$ cat config.mk
export PLATFORM = sky130hd
export DESIGN_NAME = tick_rate_and_dormant_wake
export DESIGN_NICKNAME = d
export VERILOG_FILES = /design/src/pkg/tick_rate_pkg.sv /design/src/mod_counter.sv /design/src/tick_rate_and_dormant_wake.sv
export SDC_FILE = /design/constraint.sdc
export NUM_CORES = 1
export LEC_CHECK = 0
export ABC_CLOCK_PERIOD_IN_PS = 2700
export BUFFER_PORTS_ARGS = -buffer_cell sky130_fd_sc_hd__buf_2
export CAP_MARGIN = 10
export CORE_MARGIN = 2
export CORE_UTILIZATION = 25
export CTS_CLUSTER_DIAMETER = 150
export DETAILED_ROUTE_END_ITERATION = 8
export MAX_ROUTING_LAYER = met4
export PLACE_DENSITY_LB_ADDON = 0.08
export SETUP_SLACK_MARGIN = 0.05
export SLEW_MARGIN = 20
export SYNTH_ARGS = -nofsm -noshare
export SYNTH_HDL_FRONTEND = slang
export SYNTH_SLANG_ARGS = --single-unit
$ cat constraint.sdc
create_clock -name core_clk -period 2.7 [get_ports core_clk]
set_input_delay 0.27 -clock core_clk [delete_from_list [all_inputs] [get_ports core_clk]]
set_output_delay 0.27 -clock core_clk [all_outputs]
set_load 0.02 [all_outputs]
$ cat src/pkg/tick_rate_pkg.sv
// Constants and types for the tick rate and dormant wake logic.
// Assumes a single 25 MHz core clock and software strobes synchronous to it.
//
// Operation
// - Dormant: wake each minute, sample receive line
// - Spacing receive line exits dormancy like abort
// - Only break or power-up reset ends dormancy
// - Dormant selects 3.0 V supply, option ignored
// - Exit clears hundredths, multiplier back to one
// - Exit restores every I/O direction and level
// - Dormant: all I/O lines undriven inputs
// - Hundredths advance every 10 ms always
// - Tick period is 10 ms over multiplier
// - Multiplier field to 255, exact divisors only
// - Valid multipliers 1 to 200, divisors set
// - Multipliers 64, 192 only other fast variants
// - Multiplier is one after every reset
// - Housekeeping interrupt raised on every tick while running
package tick_rate_pkg;

  localparam int unsigned CLK_HZ         = 25000000;
  localparam int unsigned BASE_PERIOD_US = 10000;
  localparam int unsigned MAX_MULT       = 200;
  localparam int unsigned SUB_CYCLES     =
    ((CLK_HZ / 1000000) * BASE_PERIOD_US) / MAX_MULT;
  localparam int unsigned WAKE_PERIOD_S  = 60;
  localparam int unsigned HUND_PER_S     = 100;
  localparam int unsigned WAKE_HUNDREDTHS = WAKE_PERIOD_S * HUND_PER_S;

  localparam logic [7:0]  RATE_RST  = 8'h01;
  localparam logic [7:0]  STEP_MAX  = 8'hC8;
  localparam logic [31:0] HUND_RST  = 32'h0000_0000;

  typedef enum logic [1:0] {
    ST_RUN,
    ST_DORMANT,
    ST_CHECK
  } power_state_e;

endpackage

$ cat src/mod_counter.sv
// Wrapping counter with clear and enable, wrap pulse at limit.
// Assumes limit is at least one; clear wins over enable.
`timescale 1ns/10ps
`default_nettype none
module mod_counter #(
  parameter int unsigned WIDTH = 8
) (
  input  wire logic             core_clk,
  input  wire logic             nrst,
  input  wire logic             clr,
  input  wire logic             en,
  input  wire logic [WIDTH-1:0] limit,
  output logic      [WIDTH-1:0] count,
  output logic                  wrap
);

  logic [WIDTH-1:0] cnt_ff;
  logic [WIDTH-1:0] nxt_cnt;

  assign wrap  = en && !clr && (cnt_ff == limit - WIDTH'(1));
  assign count = cnt_ff;

  always_comb begin
    nxt_cnt = cnt_ff;
    if (clr) begin
      nxt_cnt = '0;
    end else if (wrap) begin
      nxt_cnt = '0;
    end else if (en) begin
      nxt_cnt = cnt_ff + WIDTH'(1);
    end
  end

  always_ff @(posedge core_clk or negedge nrst) begin
    if (!nrst) begin
      cnt_ff <= '0;
    end else begin
      cnt_ff <= nxt_cnt;
    end
  end

endmodule // mod_counter
`default_nettype wire

$ cat src/tick_rate_and_dormant_wake.sv
// Tick generator, hundredths counter and dormant state with minute wake.
// Assumes all inputs synchronous to core_clk; strobes are one cycle wide.
`timescale 1ns/10ps
`default_nettype none
module tick_rate_and_dormant_wake #(
  parameter int unsigned   IO_LINES   = 16,
  parameter int unsigned   HUND_WIDTH = 32,
  parameter logic [10:0]   PRESCALE   = 11'(tick_rate_pkg::SUB_CYCLES),
  parameter logic [12:0]   WAKE_HUND  = 13'(tick_rate_pkg::WAKE_HUNDREDTHS)
) (
  input  wire logic                  core_clk,
  input  wire logic                  nrst,
  input  wire logic                  rate_wr,
  input  wire logic [7:0]            rate_val,
  input  wire logic                  wait_restart,
  input  wire logic                  dormant_entry_command,
  input  wire logic                  low_voltage_option,
  input  wire logic                  rx_line,
  input  wire logic                  io_wr,
  input  wire logic [IO_LINES-1:0]   io_dir_val,
  input  wire logic [IO_LINES-1:0]   io_lvl_val,
  output logic                       hk_irq_ff,
  output logic [HUND_WIDTH-1:0]      hund_ff,
  output logic [7:0]                 rate_ff,
  output logic                       dormant_ff,
  output logic                       check_ff,
  output logic                       abort_ff,
  output logic                       supply_low_ff,
  output logic [IO_LINES-1:0]        gpio_o_ff,
  output logic [IO_LINES-1:0]        gpio_oe_ff
);

  tick_rate_pkg::power_state_e state_ff;
  tick_rate_pkg::power_state_e nxt_state;

  logic [7:0]            step_ff;
  logic [7:0]            nxt_step;
  logic [7:0]            nxt_rate;
  logic [HUND_WIDTH-1:0] nxt_hund;
  logic [IO_LINES-1:0]   io_dir_ff;
  logic [IO_LINES-1:0]   io_lvl_ff;
  logic [IO_LINES-1:0]   nxt_io_dir;
  logic [IO_LINES-1:0]   nxt_io_lvl;
  logic [IO_LINES-1:0]   nxt_gpio_o;
  logic [IO_LINES-1:0]   nxt_gpio_oe;
  logic                  nxt_hk_irq;
  logic                  nxt_dormant;
  logic                  nxt_check;
  logic                  nxt_abort;
  logic                  nxt_supply_low;

  logic                  sub_wrap;
  logic                  phase_wrap;
  logic                  hund_evt;
  logic                  tick_wrap;
  logic                  wake_wrap;
  logic                  exit_evt;
  logic                  asleep;

  // Sub-ticks per base period divided by multiplier; non-divisors fall back to STEP_MAX
  function automatic logic [7:0] step_of(input logic [7:0] mult);
    logic [7:0] s;
    s = tick_rate_pkg::STEP_MAX;
    case (mult)
      8'h01:   s = 8'hC8;
      8'h02:   s = 8'h64;
      8'h04:   s = 8'h32;
      8'h05:   s = 8'h28;
      8'h08:   s = 8'h19;
      8'h0A:   s = 8'h14;
      8'h14:   s = 8'h0A;
      8'h19:   s = 8'h08;
      8'h28:   s = 8'h05;
      8'h32:   s = 8'h04;
      8'h64:   s = 8'h02;
      8'hC8:   s = 8'h01;
      // 64 and 192 need the faster crystal of other variants
      default: s = tick_rate_pkg::STEP_MAX;
    endcase
    return s;
  endfunction

  assign asleep   = (state_ff != tick_rate_pkg::ST_RUN);
  assign hund_evt = sub_wrap && phase_wrap;
  // Spacing level on the receive line at the minute check
  assign exit_evt = (state_ff == tick_rate_pkg::ST_CHECK) && rx_line;

  // One shared chain: cycles to sub-ticks, sub-ticks to 10 ms
  mod_counter #(.WIDTH(11)) u_prescale (
    .core_clk (core_clk),
    .nrst     (nrst),
    .clr      (1'b0),
    .en       (1'b1),
    .limit    (PRESCALE),
    .count    (),
    .wrap     (sub_wrap)
  );

  mod_counter #(.WIDTH(8)) u_phase (
    .core_clk (core_clk),
    .nrst     (nrst),
    .clr      (1'b0),
    .en       (sub_wrap),
    .limit    (tick_rate_pkg::STEP_MAX),
    .count    (),
    .wrap     (phase_wrap)
  );

  // Realigns to the 10 ms boundary so ticks stay locked to hundredths
  mod_counter #(.WIDTH(8)) u_tick (
    .core_clk (core_clk),
    .nrst     (nrst),
    .clr      (wait_restart || hund_evt),
    .en       (sub_wrap),
    .limit    (step_ff),
    .count    (),
    .wrap     (tick_wrap)
  );

  mod_counter #(.WIDTH(13)) u_wake (
    .core_clk (core_clk),
    .nrst     (nrst),
    .clr      (!asleep),
    .en       ((state_ff == tick_rate_pkg::ST_DORMANT) && hund_evt),
    .limit    (WAKE_HUND),
    .count    (),
    .wrap     (wake_wrap)
  );

  // Power state
  always_comb begin
    nxt_state = state_ff;
    case (state_ff)
      tick_rate_pkg::ST_RUN: begin
        if (dormant_entry_command) begin
          nxt_state = tick_rate_pkg::ST_DORMANT;
        end
      end
      tick_rate_pkg::ST_DORMANT: begin
        // Nothing but the minute wake leaves here; reset aside
        if (wake_wrap) begin
          nxt_state = tick_rate_pkg::ST_CHECK;
        end
      end
      tick_rate_pkg::ST_CHECK: begin
        if (exit_evt) begin
          nxt_state = tick_rate_pkg::ST_RUN;
        end else begin
          nxt_state = tick_rate_pkg::ST_DORMANT;
        end
      end
      default: nxt_state = tick_rate_pkg::ST_RUN;
    endcase
  end

  always_ff @(posedge core_clk or negedge nrst) begin
    if (!nrst) begin
      state_ff <= tick_rate_pkg::ST_RUN;
    end else begin
      state_ff <= nxt_state;
    end
  end

  // Multiplier, active step and hundredths
  always_comb begin
    nxt_rate = rate_ff;
    nxt_step = step_ff;
    nxt_hund = hund_ff;
    if (hund_evt) begin
      nxt_hund = hund_ff + HUND_WIDTH'(1);
    end
    if (exit_evt) begin
      nxt_rate = tick_rate_pkg::RATE_RST;
      nxt_step = step_of(tick_rate_pkg::RATE_RST);
      nxt_hund = tick_rate_pkg::HUND_RST[HUND_WIDTH-1:0];
    end else if (!asleep) begin
      if (rate_wr) begin
        nxt_rate = rate_val;
      end
      // New multiplier only applies once the wait timer restarts
      if (wait_restart) begin
        nxt_step = step_of(rate_ff);
      end
    end
  end

  always_ff @(posedge core_clk or negedge nrst) begin
    if (!nrst) begin
      rate_ff <= tick_rate_pkg::RATE_RST;
      step_ff <= tick_rate_pkg::STEP_MAX;
      hund_ff <= '0;
    end else begin
      rate_ff <= nxt_rate;
      step_ff <= nxt_step;
      hund_ff <= nxt_hund;
    end
  end

  // Status outputs, interrupt and supply selection
  always_comb begin
    // The hundredth clear masks a coinciding wrap,
    // so the boundary raises the tick itself
    // Ticks stop while dormant; nothing runs to serve them
    nxt_hk_irq     = (tick_wrap || hund_evt) && !asleep;
    nxt_dormant    = (nxt_state != tick_rate_pkg::ST_RUN);
    nxt_check      = (nxt_state == tick_rate_pkg::ST_CHECK);
    nxt_abort      = exit_evt;
    // Option only matters while running
    nxt_supply_low = nxt_dormant ? 1'b1 : low_voltage_option;
  end

  always_ff @(posedge core_clk or negedge nrst) begin
    if (!nrst) begin
      hk_irq_ff     <= 1'b0;
      dormant_ff    <= 1'b0;
      check_ff      <= 1'b0;
      abort_ff      <= 1'b0;
      supply_low_ff <= 1'b0;
    end else begin
      hk_irq_ff     <= nxt_hk_irq;
      dormant_ff    <= nxt_dormant;
      check_ff      <= nxt_check;
      abort_ff      <= nxt_abort;
      supply_low_ff <= nxt_supply_low;
    end
  end

  // I/O state is kept untouched through dormancy, only the drive is cut
  always_comb begin
    nxt_io_dir = io_dir_ff;
    nxt_io_lvl = io_lvl_ff;
    if (io_wr && !asleep) begin
      nxt_io_dir = io_dir_val;
      nxt_io_lvl = io_lvl_val;
    end
    if (nxt_state != tick_rate_pkg::ST_RUN) begin
      nxt_gpio_oe = '0;
      nxt_gpio_o  = '0;
    end else begin
      nxt_gpio_oe = nxt_io_dir;
      nxt_gpio_o  = nxt_io_lvl & nxt_io_dir;
    end
  end

  always_ff @(posedge core_clk or negedge nrst) begin
    if (!nrst) begin
      io_dir_ff  <= '0;
      io_lvl_ff  <= '0;
      gpio_oe_ff <= '0;
      gpio_o_ff  <= '0;
    end else begin
      io_dir_ff  <= nxt_io_dir;
      io_lvl_ff  <= nxt_io_lvl;
      gpio_oe_ff <= nxt_gpio_oe;
      gpio_o_ff  <= nxt_gpio_o;
    end
  end

endmodule // tick_rate_and_dormant_wake
`default_nettype wire

Word-level counts from Yosys, hierarchy flattened

Index checks and enable logic that the tools add are counted.

Bitwise logic cells: 1
Multiply operators: 0
Shift operators: 0
Magnitude comparators: 0
Add/subtract/negate cells: 6
Divide/modulo/power cells: 0
Equality and inequality tests: 20
Reductions and logical operators: 24
Muxes and demuxes: 27

Operators by type and width:

| operator                | count |
|---|---|
| $mux W8                 | 11 |
| $pmux W8 S11            | 1 |
| $mux W16                | 4 |
| $mux W32                | 2 |
| $mux W13                | 3 |
| $add A32 B1 Y32 const B | 1 |
| $add A8 B1 Y8 const B   | 2 |
| $and A16 B16 Y16        | 1 |
| $eq A8 B3 Y1 const B    | 2 |
| $eq A8 B4 Y1 const B    | 2 |
| $eq A8 B5 Y1 const B    | 2 |
| $eq A8 B6 Y1 const B    | 2 |
| $eq A8 B8 Y1 const B    | 2 |
| $add A13 B1 Y13 const B | 1 |
| $eq A13 B13 Y1 const B  | 1 |
| $reduce_bool A2 Y1      | 6 |
| $add A11 B1 Y11 const B | 1 |
| $eq A11 B11 Y1 const B  | 1 |
| $mux W11                | 1 |
| $logic_and A1 B1 Y1     | 10 |
| $eq A8 B2 Y1 const B    | 1 |
| $eq A8 B7 Y1 const B    | 1 |
| $eq A8 B8 Y1            | 1 |
| $sub A8 B1 Y8 const B   | 1 |
| 12 further kinds        | 18 |

Bits in read-only memories: 0
Register bits: 159
Bits of input ports: 48
Bits in latches: 0
Word-level logic and storage cells: 95
Output and inout port bits: 77
Memories: 0
Memory bits (writable): 0

Longest topological paths before layout

Gate-level depths: netlist of run 1.

Depth after elaboration: 10
Gate-level depth with buffers: 11
Depth with buffers taken out: 8

Hierarchy

A second synthesis of run 1 with hierarchy kept.

Cells, all modules: 952
Area, all modules: 9029.9 um2

Modules (own cells, without submodules):

| module                     | times used | area each (um2) | seq. area each (um2) | cells an instance |
|---|---|---|---|---|
| tick_rate_and_dormant_wake | 1          | 5410.2          | 2982.9               | 540 |
| mod_counter at u_phase ... | 2          | 730.7           | 200.2                | 85 |
| mod_counter at u_wake      | 1          | 1161.1          | 325.3                | 131 |
| mod_counter at u_prescale  | 1          | 997.2           | 275.3                | 111 |

Least setup slack after synthesis of run 1

No wires, ideal clock.

Path kind: register to register
Start: reg u_prescale.cnt_ff[1], in the netlist u_prescale.count[1]
End: reg u_wake.cnt_ff[10], in the netlist u_wake.count[10]
Period minus slack after synthesis: 2805 ps
Arrival time: 2739 ps
Setup time: 66 ps
Cell stages (with the launch flop): 11
Buffers on the path: 2
Data required time: 2634 ps
Setup slack: -105 ps
Path through: dfrtp_1 > inv_1 > ha_1 > or4b_4 > or4_4 > buf_6 > or2_1 > buf_6 > a21o_1 > or4_1 > nand2_1

Longest elaborated chain between the ends: 8
Elaborated cells between the ends (all ways): 9
Classes of those cells: 2 x eq/ne; 2 x mux; 5 x reduce/logical

RTL lines:

| what                              | RTL line                          | source |
|---|---|---|
| from (decl)                       | mod_counter.sv:17                 | `logic [WIDTH-1:0] cnt_ff;` |
| from (signal assigned)            | mod_counter.sv:38                 | `cnt_ff <= nxt_cnt;` |
| $eq A11 B11 Y1 (*)                | mod_counter.sv:20                 | `assign wrap = en && !clr && (cnt_ff == limit - WIDTH'(1));` |
| $logic_and A1 B1 Y1               | mod_counter.sv:20                 |  |
| $logic_and A1 B1 Y1 (*)           | tick_rate_and_dormant_wake.sv:84  | `assign hund_evt = sub_wrap && phase_wrap;` |
| $logic_and A1 B1 Y1 (*)           | tick_rate_and_dormant_wake.sv:124 | `.en ((state_ff == tick_rate_pkg::ST_DORMANT) && hund_evt),` |
| $logic_and A1 B1 Y1 (2 in series) | mod_counter.sv:20                 |  |
| $mux W13                          | mod_counter.sv:27                 | `end else if (wrap) begin` |
| $mux W13                          | mod_counter.sv:25                 | `if (clr) begin` |
| to (signal assigned)              | mod_counter.sv:38                 |  |
| to (decl)                         | mod_counter.sv:17                 |  |

Every way passes the cells marked *; elsewhere a longest branch is shown, timed or not.
A chain may end at the register's enable or synchronous reset.

Worst setup path after layout of run 1

Start: reg u_prescale.cnt_ff[1], in the netlist u_prescale.count[1]
End: reg u_wake.cnt_ff[6], in the netlist u_wake.count[6]

The elaborated chain is that of the path after synthesis.

==> impl_metrics.yaml, run 1 <==
outcome:
  status: "finished clean"
clocking:
  clk_pin_slew_ns: 0.08
  clock-sinks: 159
  cts_max_level: 4
  cts_buffers: 17
  clockBufferDepth: 2
  cts_tree: "done"
  root_buffer: "clkbuf_16"
  clkLatencyLatePin_ns: 0.43
detailed_routing:
  drc: 0
  avgRoutedWirePerCell_um: 14.6
  wl_mm: 19.3
  drtIter0Drc: 318
  dr.pass1.iters: 4
  drt.antenna.violating_nets: 0
  num_vias: 5906
  via_per_inst: 4.46
timing:
  slew_headroom: 0.595
  hold_viol: 0
  tightest_slew_ns: 0.605
  fin_crit_sh: 0.978
  slew_violations: 0
  setup_viol: 0
  fmax_mhz: 379
  rsz0062_at_grt: "yes"
  setup_tns_ns: 0
  period_needed_ns: 2.64
  finalClockSkew_ns: 0.0167
final_layout:
  syn_to_final_growth_pct: 27.5
  final.fill_count: 3065
  fin_nets: 979
  multiInputGateArea_mm2: 0.00323
  seqCellArea_mm2: 0.00398
  fin_area_mm2: 0.00931
  final_layout_size_suffix_gt1_frac: 0.239
yosys:
  syn_nets: 831
  yosysTopAreaCell: "dfrtp_1"
  synth_edf_count: 0
  synth_top_area_frac: 0.531
  ys_top_cells_by_area: "dfrtp_1, nand2_1, nand3_1, xnor2_1, a21oi_1"
  synth_top_family_by_area: "simple AND/OR/NAND/NOR gates"
  syn_inst: 776
  yosysWarnings: 0
  synth_cell_types: 58
  ys_async_sr_fraction: 1.00
  synthAdderAreaFrac: 0.0120
  synthXorXnorAreaFrac: 0.0660
  synthSimpleGateAreaFrac: 0.250
  synth_compound_area_frac: 0.0968
  yosysSeqAreaShare: 0.545
  yosys-mux-area-fraction: 0.00274
  syn_avg_cell_area_um2: 9.41
  yosys_most_used_dff: "dfrtp_1"
  ys_ff_latch: 159
  syn-cell-area_mm2: 0.00730
global_route:
  antenna_found_initial: 4
  grt_pass1_vias: 6156
  grt_max_degree: 49
  grt_usage: 0.135
  grt_overflow: 0
  grt_first_pass_wirelength_mm: 32.1
die:
  die_w_um: 175
  initial_core_util: 0.254
  rows: 62
  die_area_mm2: 0.0306
  ios: 125
  core_area_mm2: 0.0287
  die_h_um: 175
critical_path:
  critPathCaptureType: "flip-flop"
  path_cells: "inv_1 -> ha_1 -> or4b_4 -> or4_4 -> or4b_4 -> buf_8 -> a31oi_2 -> o21ai_0 -> o41ai_1"
  max_stage_delay_ns: 0.56
  worstSetupStartpoint: "u_prescale.count[1]"
  crit_arrival_ns: 2.95
  crit_top_cell: "or4b_4"
  r2r_slack_ns: 0.06
  r2r_end: "u_wake.count[6]"
  cpMaxStageDelayCell: "or4b_4"
  critPathLaunchType: "flip-flop"
  reg2regPathDepth: 9
  crit_type: "reg -> reg"
  r2r-start: "u_prescale.count[1]"
  critPathRequiredTime_ns: 3.01
  path_max_fanout: 13
  crit_end: "u_wake.count[6]"
power_and_ir_drop:
  total_power_uw: 5260
  powerDensity_mw_per_mm2: 565
  p_leak_uw: 0.00413
  peakVddDrop_mv: 0.366
placement:
  place.port_buffers: 124
  hpwl_mm: 13.6
  dpl_cell_area_mm2: 0.00859
  globalplace.congestion: 0.751
run:
  cap_violations: 0
min_path:
  min_path_type: "in -> reg"
[kinds of logic after synthesis]
| family | Yosys count |
|---|---|
| AND/OR/NAND/NOR | 388 |
| flip-flops | 159 |
| AO/OA/AOI/OAI | 120 |
| XOR/XNOR | 55 |
| buffers and inverters | 45 |
| adder cells (fa/ha/maj) | 7 |
| multiplexers | 2 |
[layout make-up]
cell class / instances / share of cell area
Antenna cell: 4 / 0.00107
Clock buffer: 17 / 0.0457
Clock inverter: 15 / 0.0202
Inverter: 13 / 0.00524
Multi-Input combinational cell: 572 / 0.346
Sequential cell: 159 / 0.428
Tap cell: 384 / 0.0516
Timing Repair Buffer: 161 / 0.102
[state kept, by name, indices dropped and copies added (netlist names)]
register and count:
abort_ff 1, check_ff 1, dormant_ff 1, gpio_o_ff 16
gpio_oe_ff 16, hk_irq_ff 1, hund_ff 32, io_dir_ff 16
io_lvl_ff 16, rate_ff 8, state_ff 2, step_ff 8
supply_low_ff 1, u_phase.count 8, u_prescale.count 11, u_tick.count 8
u_wake.count 13
[synth_stat cells, types with 5 or more instances]
library cell,n
a21oi_1,48
a22o_1,5
a31oi_1,5
and2_1,5
and3_1,12
clkbuf_1,26
dfrtp_1,155
ha_1,7
inv_1,13
nand2_1,165
nand3_1,61
nand4_1,12
nor2_1,63
nor2b_1,6
nor3_1,24
o21ai_0,38
or3_1,8
xnor2_1,29
xor2_1,26
[layer usage]
metal	vias up	GRT usage	part of all wire
li1	2972	-	-
met2	126	0.210	0.46
met5	-	-	0
met4	0	0.0344	0.012
met1	2792	0.172	0.47
met3	16	0.0394	0.056
[worst max-delay path, delay by kind of cell (launching register included)]
family	cells	cell delay, ns
buf+inv	2	0.22
compound gates	3	0.29
fa+ha+maj	1	0.13
flops	1	0.37
simple gates	3	1.50
[how the worst min path moves through the flow]
| stage | from | endpoint | slack, ns | cells after the start |
|---|---|---|---|---|
| final | io_lvl_val[5] | io_lvl_ff[5] | 0.04 | 3 |
| after global placement | nrst | step_ff[2] | 0.26 | 1 |
| after global routing | io_lvl_val[3] | io_lvl_ff[3] | 0.03 | 3 |
| after detailed placement | nrst | step_ff[2] | 0.27 | 1 |
| after floorplan | nrst | abort_ff | -0.03 | 0 |
| after CTS | io_lvl_val[5] | io_lvl_ff[5] | 0.01 | 3 |
[where the power goes]
group          leakage, µW  switching [µW]  internal, µW  total, µW
Clock             0.000294            1200          1260       2460
Sequential         0.00197            67.8          2450       2520
Combinational      0.00186             171           114        285
Total              0.00413            1440          3830       5260
[metrics by stage]
stage	hold slack (ns)	cells	utilization	setup slack, ns
after detailed placement	0.265	1286	0.299	0.00211
after floorplan	-0.0256	776	-	0.000236
after global routing	0.0285	1325	0.324	-0.0475
after global placement	0.264	1286	0.299	0.0376
after CTS	0.0141	1320	0.322	0.0563
final	0.0403	1325	0.324	0.0590
[placed cells by master, fill, tap and decap left out, types with 21 or more instances in the layout]
master / n
nor2_1: 63
nand2_1: 165
nor3_1: 21
buf_4: 30
nand3_1: 59
o21ai_0: 34
buf_2: 123
xnor2_1: 29
a21oi_1: 48
xor2_1: 26
dfrtp_1: 155
[what timing repair did]
item	in CTS	in global routing
gates resized for setup	3	18
hold buffers	1	0
pin swaps	0	4
setup endpoints to repair	8	28
hold endpoints to repair	42	0
buffers inserted	1	1
No activity file was read; power rests on OpenSTA's default activity.
==> run 2: changes to the inputs <==
--- a/config.mk
+++ b/config.mk
@@ -8,14 +8,13 @@
 export ABC_CLOCK_PERIOD_IN_PS = 2700
 export BUFFER_PORTS_ARGS = -buffer_cell sky130_fd_sc_hd__buf_2
 export CAP_MARGIN = 10
-export CORE_MARGIN = 2
 export CORE_UTILIZATION = 25
 export CTS_CLUSTER_DIAMETER = 150
 export DETAILED_ROUTE_END_ITERATION = 8
-export MAX_ROUTING_LAYER = met4
 export PLACE_DENSITY_LB_ADDON = 0.08
 export SETUP_SLACK_MARGIN = 0.05
 export SLEW_MARGIN = 20
 export SYNTH_ARGS = -nofsm -noshare
 export SYNTH_HDL_FRONTEND = slang
+export SYNTH_HIERARCHICAL = 1
 export SYNTH_SLANG_ARGS = --single-unit
==> impl_metrics.yaml, run 2 <==
timing:
  fmax_mhz: 317
  rsz0062_at_grt: "yes"
  period_needed_ns: 3.16
  fin_ws_ns: -0.458
  slew_headroom: 0.592
  finalClockSkew_ns: 0.0130
  setup_tns_ns: -23.00
  setup_viol: 75
  slew_violations: 0
  timing.hold.ws_ns: 0.0325
  tightest_slew_ns: 0.609
  hold_viol: 0
  fin_crit_sh: 1.17
yosys:
  yosysSeqAreaShare: 0.441
  synth_top_area_frac: 0.430
  ys_async_sr_fraction: 1.00
  synth_cell_types: 90
  syn_avg_cell_area_um2: 9.49
  ys_top_cells_by_area: "dfrtp_1, nand2_1, xor2_1, xnor2_1, nand3_1"
  yosysTopAreaCell: "dfrtp_1"
  ys_ff_latch: 159
  yosysWarnings: 6
  synth_common_cells: "dfrtp_1, nand2_1, nand3_1"
  syn_inst: 952
  yosysMostFrequentCell: "dfrtp_1"
  syn-cell-area_mm2: 0.00903
  yosys_most_used_dff: "dfrtp_1"
  synth_edf_count: 0
critical_path:
  r2r-start: "u_prescale/count[2]"
  critPathCaptureType: "flip-flop"
  crit_type: "reg -> reg"
  worstSetupStartpoint: "u_prescale/count[2]"
  crit_arrival_ns: 3.52
  critPathRequiredTime_ns: 3.06
  critPathLaunchType: "flip-flop"
  path_max_fanout: 14
clocking:
  clk_pin_slew_ns: 0.07
  root_buffer: "clkbuf_16"
  clock-sinks: 159
  cts_max_level: 4
  clockBufferDepth: 2
  cts_buffers: 17
  clkLatencyLatePin_ns: 0.43
  cts_tree: "done"
final_layout:
  final_cell_mix: "dfrtp_1, conb_1, buf_2"
  top_register: "hund_ff"
  final_layout_size_suffix_gt1_frac: 0.306
  largest_reg_flops: 32
  final_cells: 1762
  layout_commonest_cell: "dfrtp_1"
  syn_to_final_growth_pct: 38.7
  fin_nets: 1344
  final_core_util: 0.352
detailed_routing:
  dr.pass1.iters: 6
  avgRoutedWirePerCell_um: 15.0
  drc: 0
  via_per_inst: 4.48
  drtIter0Drc: 316
  wl_mm: 26.5
  drt.antenna.violating_nets: 0
  num_vias: 7898
power_and_ir_drop:
  powerDensity_mw_per_mm2: 435
  switchingPower_uw: 1410
  power.internal_uw: 4040
  seq_power_share: 0.455
  pwr-share-clk: 0.467
  switching_share: 0.259
  p_leak_uw: 0.00584
  peakVddDrop_mv: 0.344
  combinationalPowerShare: 0.078
placement:
  place.port_buffers: 124
  hpwl_mm: 18.8
  pre_cts_slack_ns: -0.683
  globalplace.congestion: 0.770
  dpl.cell_count: 1712
die:
  die_w_um: 192
  rows: 69
  ios: 125
  die_area_mm2: 0.0369
  core_area_mm2: 0.0356
  initial_core_util: 0.254
  die_h_um: 192
outcome:
  status: "complete, but fails checks"
  violations: "setup timing"
global_route:
  grt_usage: 0.148
  grt_pass1_vias: 7851
  grt_max_degree: 55
  grt_overflow: 0
  antenna_found_initial: 7
  grt_first_pass_wirelength_mm: 42.4
run:
  cap_violations: 0
min_path:
  hold_path_startpoint: "low_voltage_option"
  min_path_type: "in -> reg"
run 2: final cells by class:
class	count	area (µm²)
timing repair buffer	212	1430
sequential	159	3980
fill	3751	23000
antenna	1	2.50
clock buffer	19	453
inverter	29	111
multi-input combinational	868	5810
tap	461	577
clock inverter	13	151
run 2: worst max-delay path, stage by stage, from the launching register on:
cell and delay [ns]:
dfrtp_1 0.37, nor2_1 0.09, nor2_1 0.06, a221oi_2 0.27, o2111ai_2 0.15, or3_4 0.36, nor3_4 0.14, and3b_2 0.24
nand2_4 0.08, nor3b_4 0.25, inv_4 0.06, nor3b_4 0.21, inv_2 0.07, mux2i_4 0.18, o221ai_4 0.22, buf_12 0.22
nor2b_1 0.12
run 2: final timing paths:
path                            endpoint  slack [ns]  cells after the start
max                        gpio_oe_ff[8]       -0.46                     16
min                        supply_low_ff        0.03                      2
max reg2reg                gpio_oe_ff[8]       -0.46                     16
min reg2reg                 io_lvl_ff[5]        0.48                      2
max in group asynchronous     step_ff[6]        1.56                      3
min in group asynchronous   io_dir_ff[6]        0.36                      2
run 2: repair_timing:
action                                  CTS  global route
gates cloned                              2             1
hold endpoints to repair                 51             0
buffers inserted                         11            10
gates resized for setup                  31            60
hold buffers                              1             0
endpoints found under the setup margin   94            95
pin swaps                                12            20
run 2: cells by family after synthesis:
| kind of cell | after synthesis | synth area share |
|---|---|---|
| XOR/XNOR | 82 | 0.0795 |
| AO/OA/AOI/OAI | 157 | 0.118 |
| buffers and inverters | 71 | 0.0341 |
| AND/OR/NAND/NOR | 444 | 0.278 |
| flip-flops | 159 | 0.441 |
| other | 2 | 0.000832 |
| adder cells (fa/ha/maj) | 9 | 0.0125 |
| multiplexers | 28 | 0.0352 |
run 2: through the flow:
step           instance area (µm²)  power [µW]
5_1_grt                      12500        5690
4_1_cts                      12200        5520
6_report                     12500        5450
2_1_floorplan                 9790        2760
3_5_place_dp                 11300        2940
3_3_place_gp                 11300        2940
run 2: per-layer routing:
layer	up-vias	global-route usage	routed length, µm
met5	-	0	63
met4	10	0.0336	243
met3	26	0.0477	1540
met2	126	0.235	12400
met1	3778	0.195	12200
li1	3958	-	-
run 2: power by group through the flow:
| stage | Combinational (µW) | Sequential (µW) | Clock (µW) |
|---|---|---|---|
| 2_1_floorplan | 251 | 2510 | 0 |
| 3_3_place_gp | 417 | 2520 | 0 |
| 3_5_place_dp | 414 | 2520 | 0 |
| 4_1_cts | 418 | 2480 | 2630 |
| 5_1_grt | 489 | 2480 | 2720 |
| 6_report | 426 | 2480 | 2540 |
==> run 3: changes to the inputs <==
--- a/config.mk
+++ b/config.mk
@@ -8,7 +8,7 @@
 export ABC_CLOCK_PERIOD_IN_PS = 2700
 export BUFFER_PORTS_ARGS = -buffer_cell sky130_fd_sc_hd__buf_2
 export CAP_MARGIN = 10
-export CORE_UTILIZATION = 25
+export CORE_UTILIZATION = 51
 export CTS_CLUSTER_DIAMETER = 150
 export DETAILED_ROUTE_END_ITERATION = 8
 export PLACE_DENSITY_LB_ADDON = 0.08
==> impl_metrics.yaml, run 3 (synthesis results as in run 2) <==
outcome:
  status: "complete, but fails checks"
  violations: "setup timing"
timing:
  hold_viol: 0
  finalClockSkew_ns: 0.0133
  slew_headroom: 0.590
  fin_crit_sh: 1.16
  rsz0062_at_grt: "yes"
  fmax_mhz: 319
  slew_violations: 0
  fin_ws_ns: -0.435
  timing.hold.ws_ns: 0.0422
  setup_viol: 71
  period_needed_ns: 3.14
  tightest_slew_ns: 0.615
power_and_ir_drop:
  p_leak_uw: 0.00572
  total_power_uw: 5250
  power.internal_uw: 3850
  pwr-share-clk: 0.450
  switching_share: 0.268
  combinationalPowerShare: 0.078
  powerDensity_mw_per_mm2: 434
  seq_power_share: 0.472
  switchingPower_uw: 1410
  peakVddDrop_mv: 0.466
detailed_routing:
  drc: 0
  avgRoutedWirePerCell_um: 14.8
  dr.pass1.iters: 7
  drtIter0Drc: 342
  via_per_inst: 5.27
  num_vias: 8003
  drt.antenna.violating_nets: 0
  wl_mm: 22.5
placement:
  place.port_buffers: 124
  hpwl_mm: 16.0
  globalplace.congestion: 0.845
clocking:
  clockBufferDepth: 2
  cts_max_level: 4
  clkLatencyLatePin_ns: 0.43
  clk_pin_slew_ns: 0.08
  clock-sinks: 159
  cts_buffers: 17
  root_buffer: "clkbuf_16"
  cts_tree: "done"
die:
  rows: 48
  initial_core_util: 0.522
  die_area_mm2: 0.0182
  die_w_um: 135
  ios: 125
  core_area_mm2: 0.0173
  die_h_um: 135
final_layout:
  syn_to_final_growth_pct: 34.0
  final.fill_count: 1368
  largest_reg_flops: 32
  fin_nets: 1337
  final_cell_mix: "dfrtp_1, conb_1, buf_2"
  layout_commonest_cell: "dfrtp_1"
  top_register: "hund_ff"
  final_layout_size_suffix_gt1_frac: 0.298
run:
  cap_violations: 0
global_route:
  grt_pass1_vias: 7712
  grt_max_degree: 62
  antenna_found_initial: 2
  grt_usage: 0.260
  grt_overflow: 0
  grt_first_pass_wirelength_mm: 37.3
min_path:
  min_path_type: "in -> reg"
critical_path:
  path_max_fanout: 4
  crit_type: "reg -> reg"
  critPathRequiredTime_ns: 3.02
  critPathLaunchType: "flip-flop"
  critPathCaptureType: "flip-flop"
  crit_arrival_ns: 3.45
[run 3: cell types whose count changed in the layout (fill, tap and decap cells not counted), moves of 4 or more]
| cell | change |
|---|---|
| a21oi_1 | -4 |
| a21oi_2 | +4 |
| buf_4 | -12 |
| inv_8 | +5 |
| nand2_4 | -4 |
| xnor2_1 | +4 |
| xnor2_2 | -4 |
[run 3: layout make-up]
cell class | instances | area (µm²) | share of cell area
clock inverters | 14 | 160 | 0.0132
clock buffers | 18 | 429 | 0.0355
diodes | 1 | 2.50 | 0.000207
multi-input cells | 869 | 5740 | 0.474
well taps | 225 | 282 | 0.0233
repair buffers | 204 | 1390 | 0.115
flip-flops and latches | 159 | 3980 | 0.329
inverters | 29 | 111 | 0.00920
[run 3: routing by layer]
metal,vias up,part of all wire,track usage
met5,-,0.00058,0
met4,2,0.015,0.0737
met3,27,0.063,0.0818
met2,175,0.48,0.421
met1,3851,0.44,0.333
li1,3948,-,-
[run 3: worst max-delay path, stage by stage (launching register included)]
cell	delay (ns)
dfrtp_1	0.41
xnor2_2	0.15
xnor2_1	0.08
nor3_1	0.19
o2111ai_2	0.16
or3_4	0.36
nor3_4	0.12
and3b_2	0.24
nand2_4	0.07
nor3b_4	0.23
inv_4	0.06
nor3b_4	0.20
inv_2	0.06
mux2i_4	0.18
buf_4	0.16
o221ai_2	0.13
or2_1	0.24
[run 3: worst paths after layout]
check | from | endpoint | slack (ns) | cells past startpoint
max | u_prescale/count[3] | supply_low_ff | -0.44 | 16
min | io_lvl_val[7] | io_lvl_ff[7] | 0.04 | 3
max reg2reg | u_prescale/count[3] | supply_low_ff | -0.44 | 16
min reg2reg | io_lvl_ff[0] | io_lvl_ff[0] | 0.48 | 2
max in group asynchronous | nrst | rate_ff[0] | 1.51 | 3
min in group asynchronous | nrst | u_phase/count[1] | 0.40 | 2
[run 3: what timing repair did]
action / in CTS / in global routing
hold endpoints to repair: 58 / 0
hold buffers: 2 / 0
cloned: 4 / 0
setup buffers: 12 / 3
pin swaps: 15 / 13
gates resized for setup: 54 / 30
setup endpoints to repair: 94 / 94
[run 3: through the flow]
| stage | utilization | setup slack [ns] | instance area [µm²] | setup TNS [ns] | cells |
|---|---|---|---|---|---|
| after floorplan | - | -1.14 | 9790 | -57.22 | 1097 |
| after global placement | 0.632 | -0.640 | 10900 | -31.19 | 1467 |
| after detailed placement | 0.632 | -0.732 | 10900 | -36.55 | 1467 |
| after CTS | 0.692 | -0.530 | 12000 | -24.92 | 1516 |
| after global routing | 0.700 | -0.660 | 12100 | -34.98 | 1518 |
| final | 0.700 | -0.435 | 12100 | -19.45 | 1519 |
[run 3: power by group through the flow]
stage | Sequential [µW] | Combinational (µW) | Clock, µW
global placement | 2520 | 389 | 0
detailed placement | 2520 | 394 | 0
floorplan | 2510 | 251 | 0
global route | 2480 | 467 | 2530
finish | 2480 | 411 | 2360
CTS | 2480 | 401 | 2420
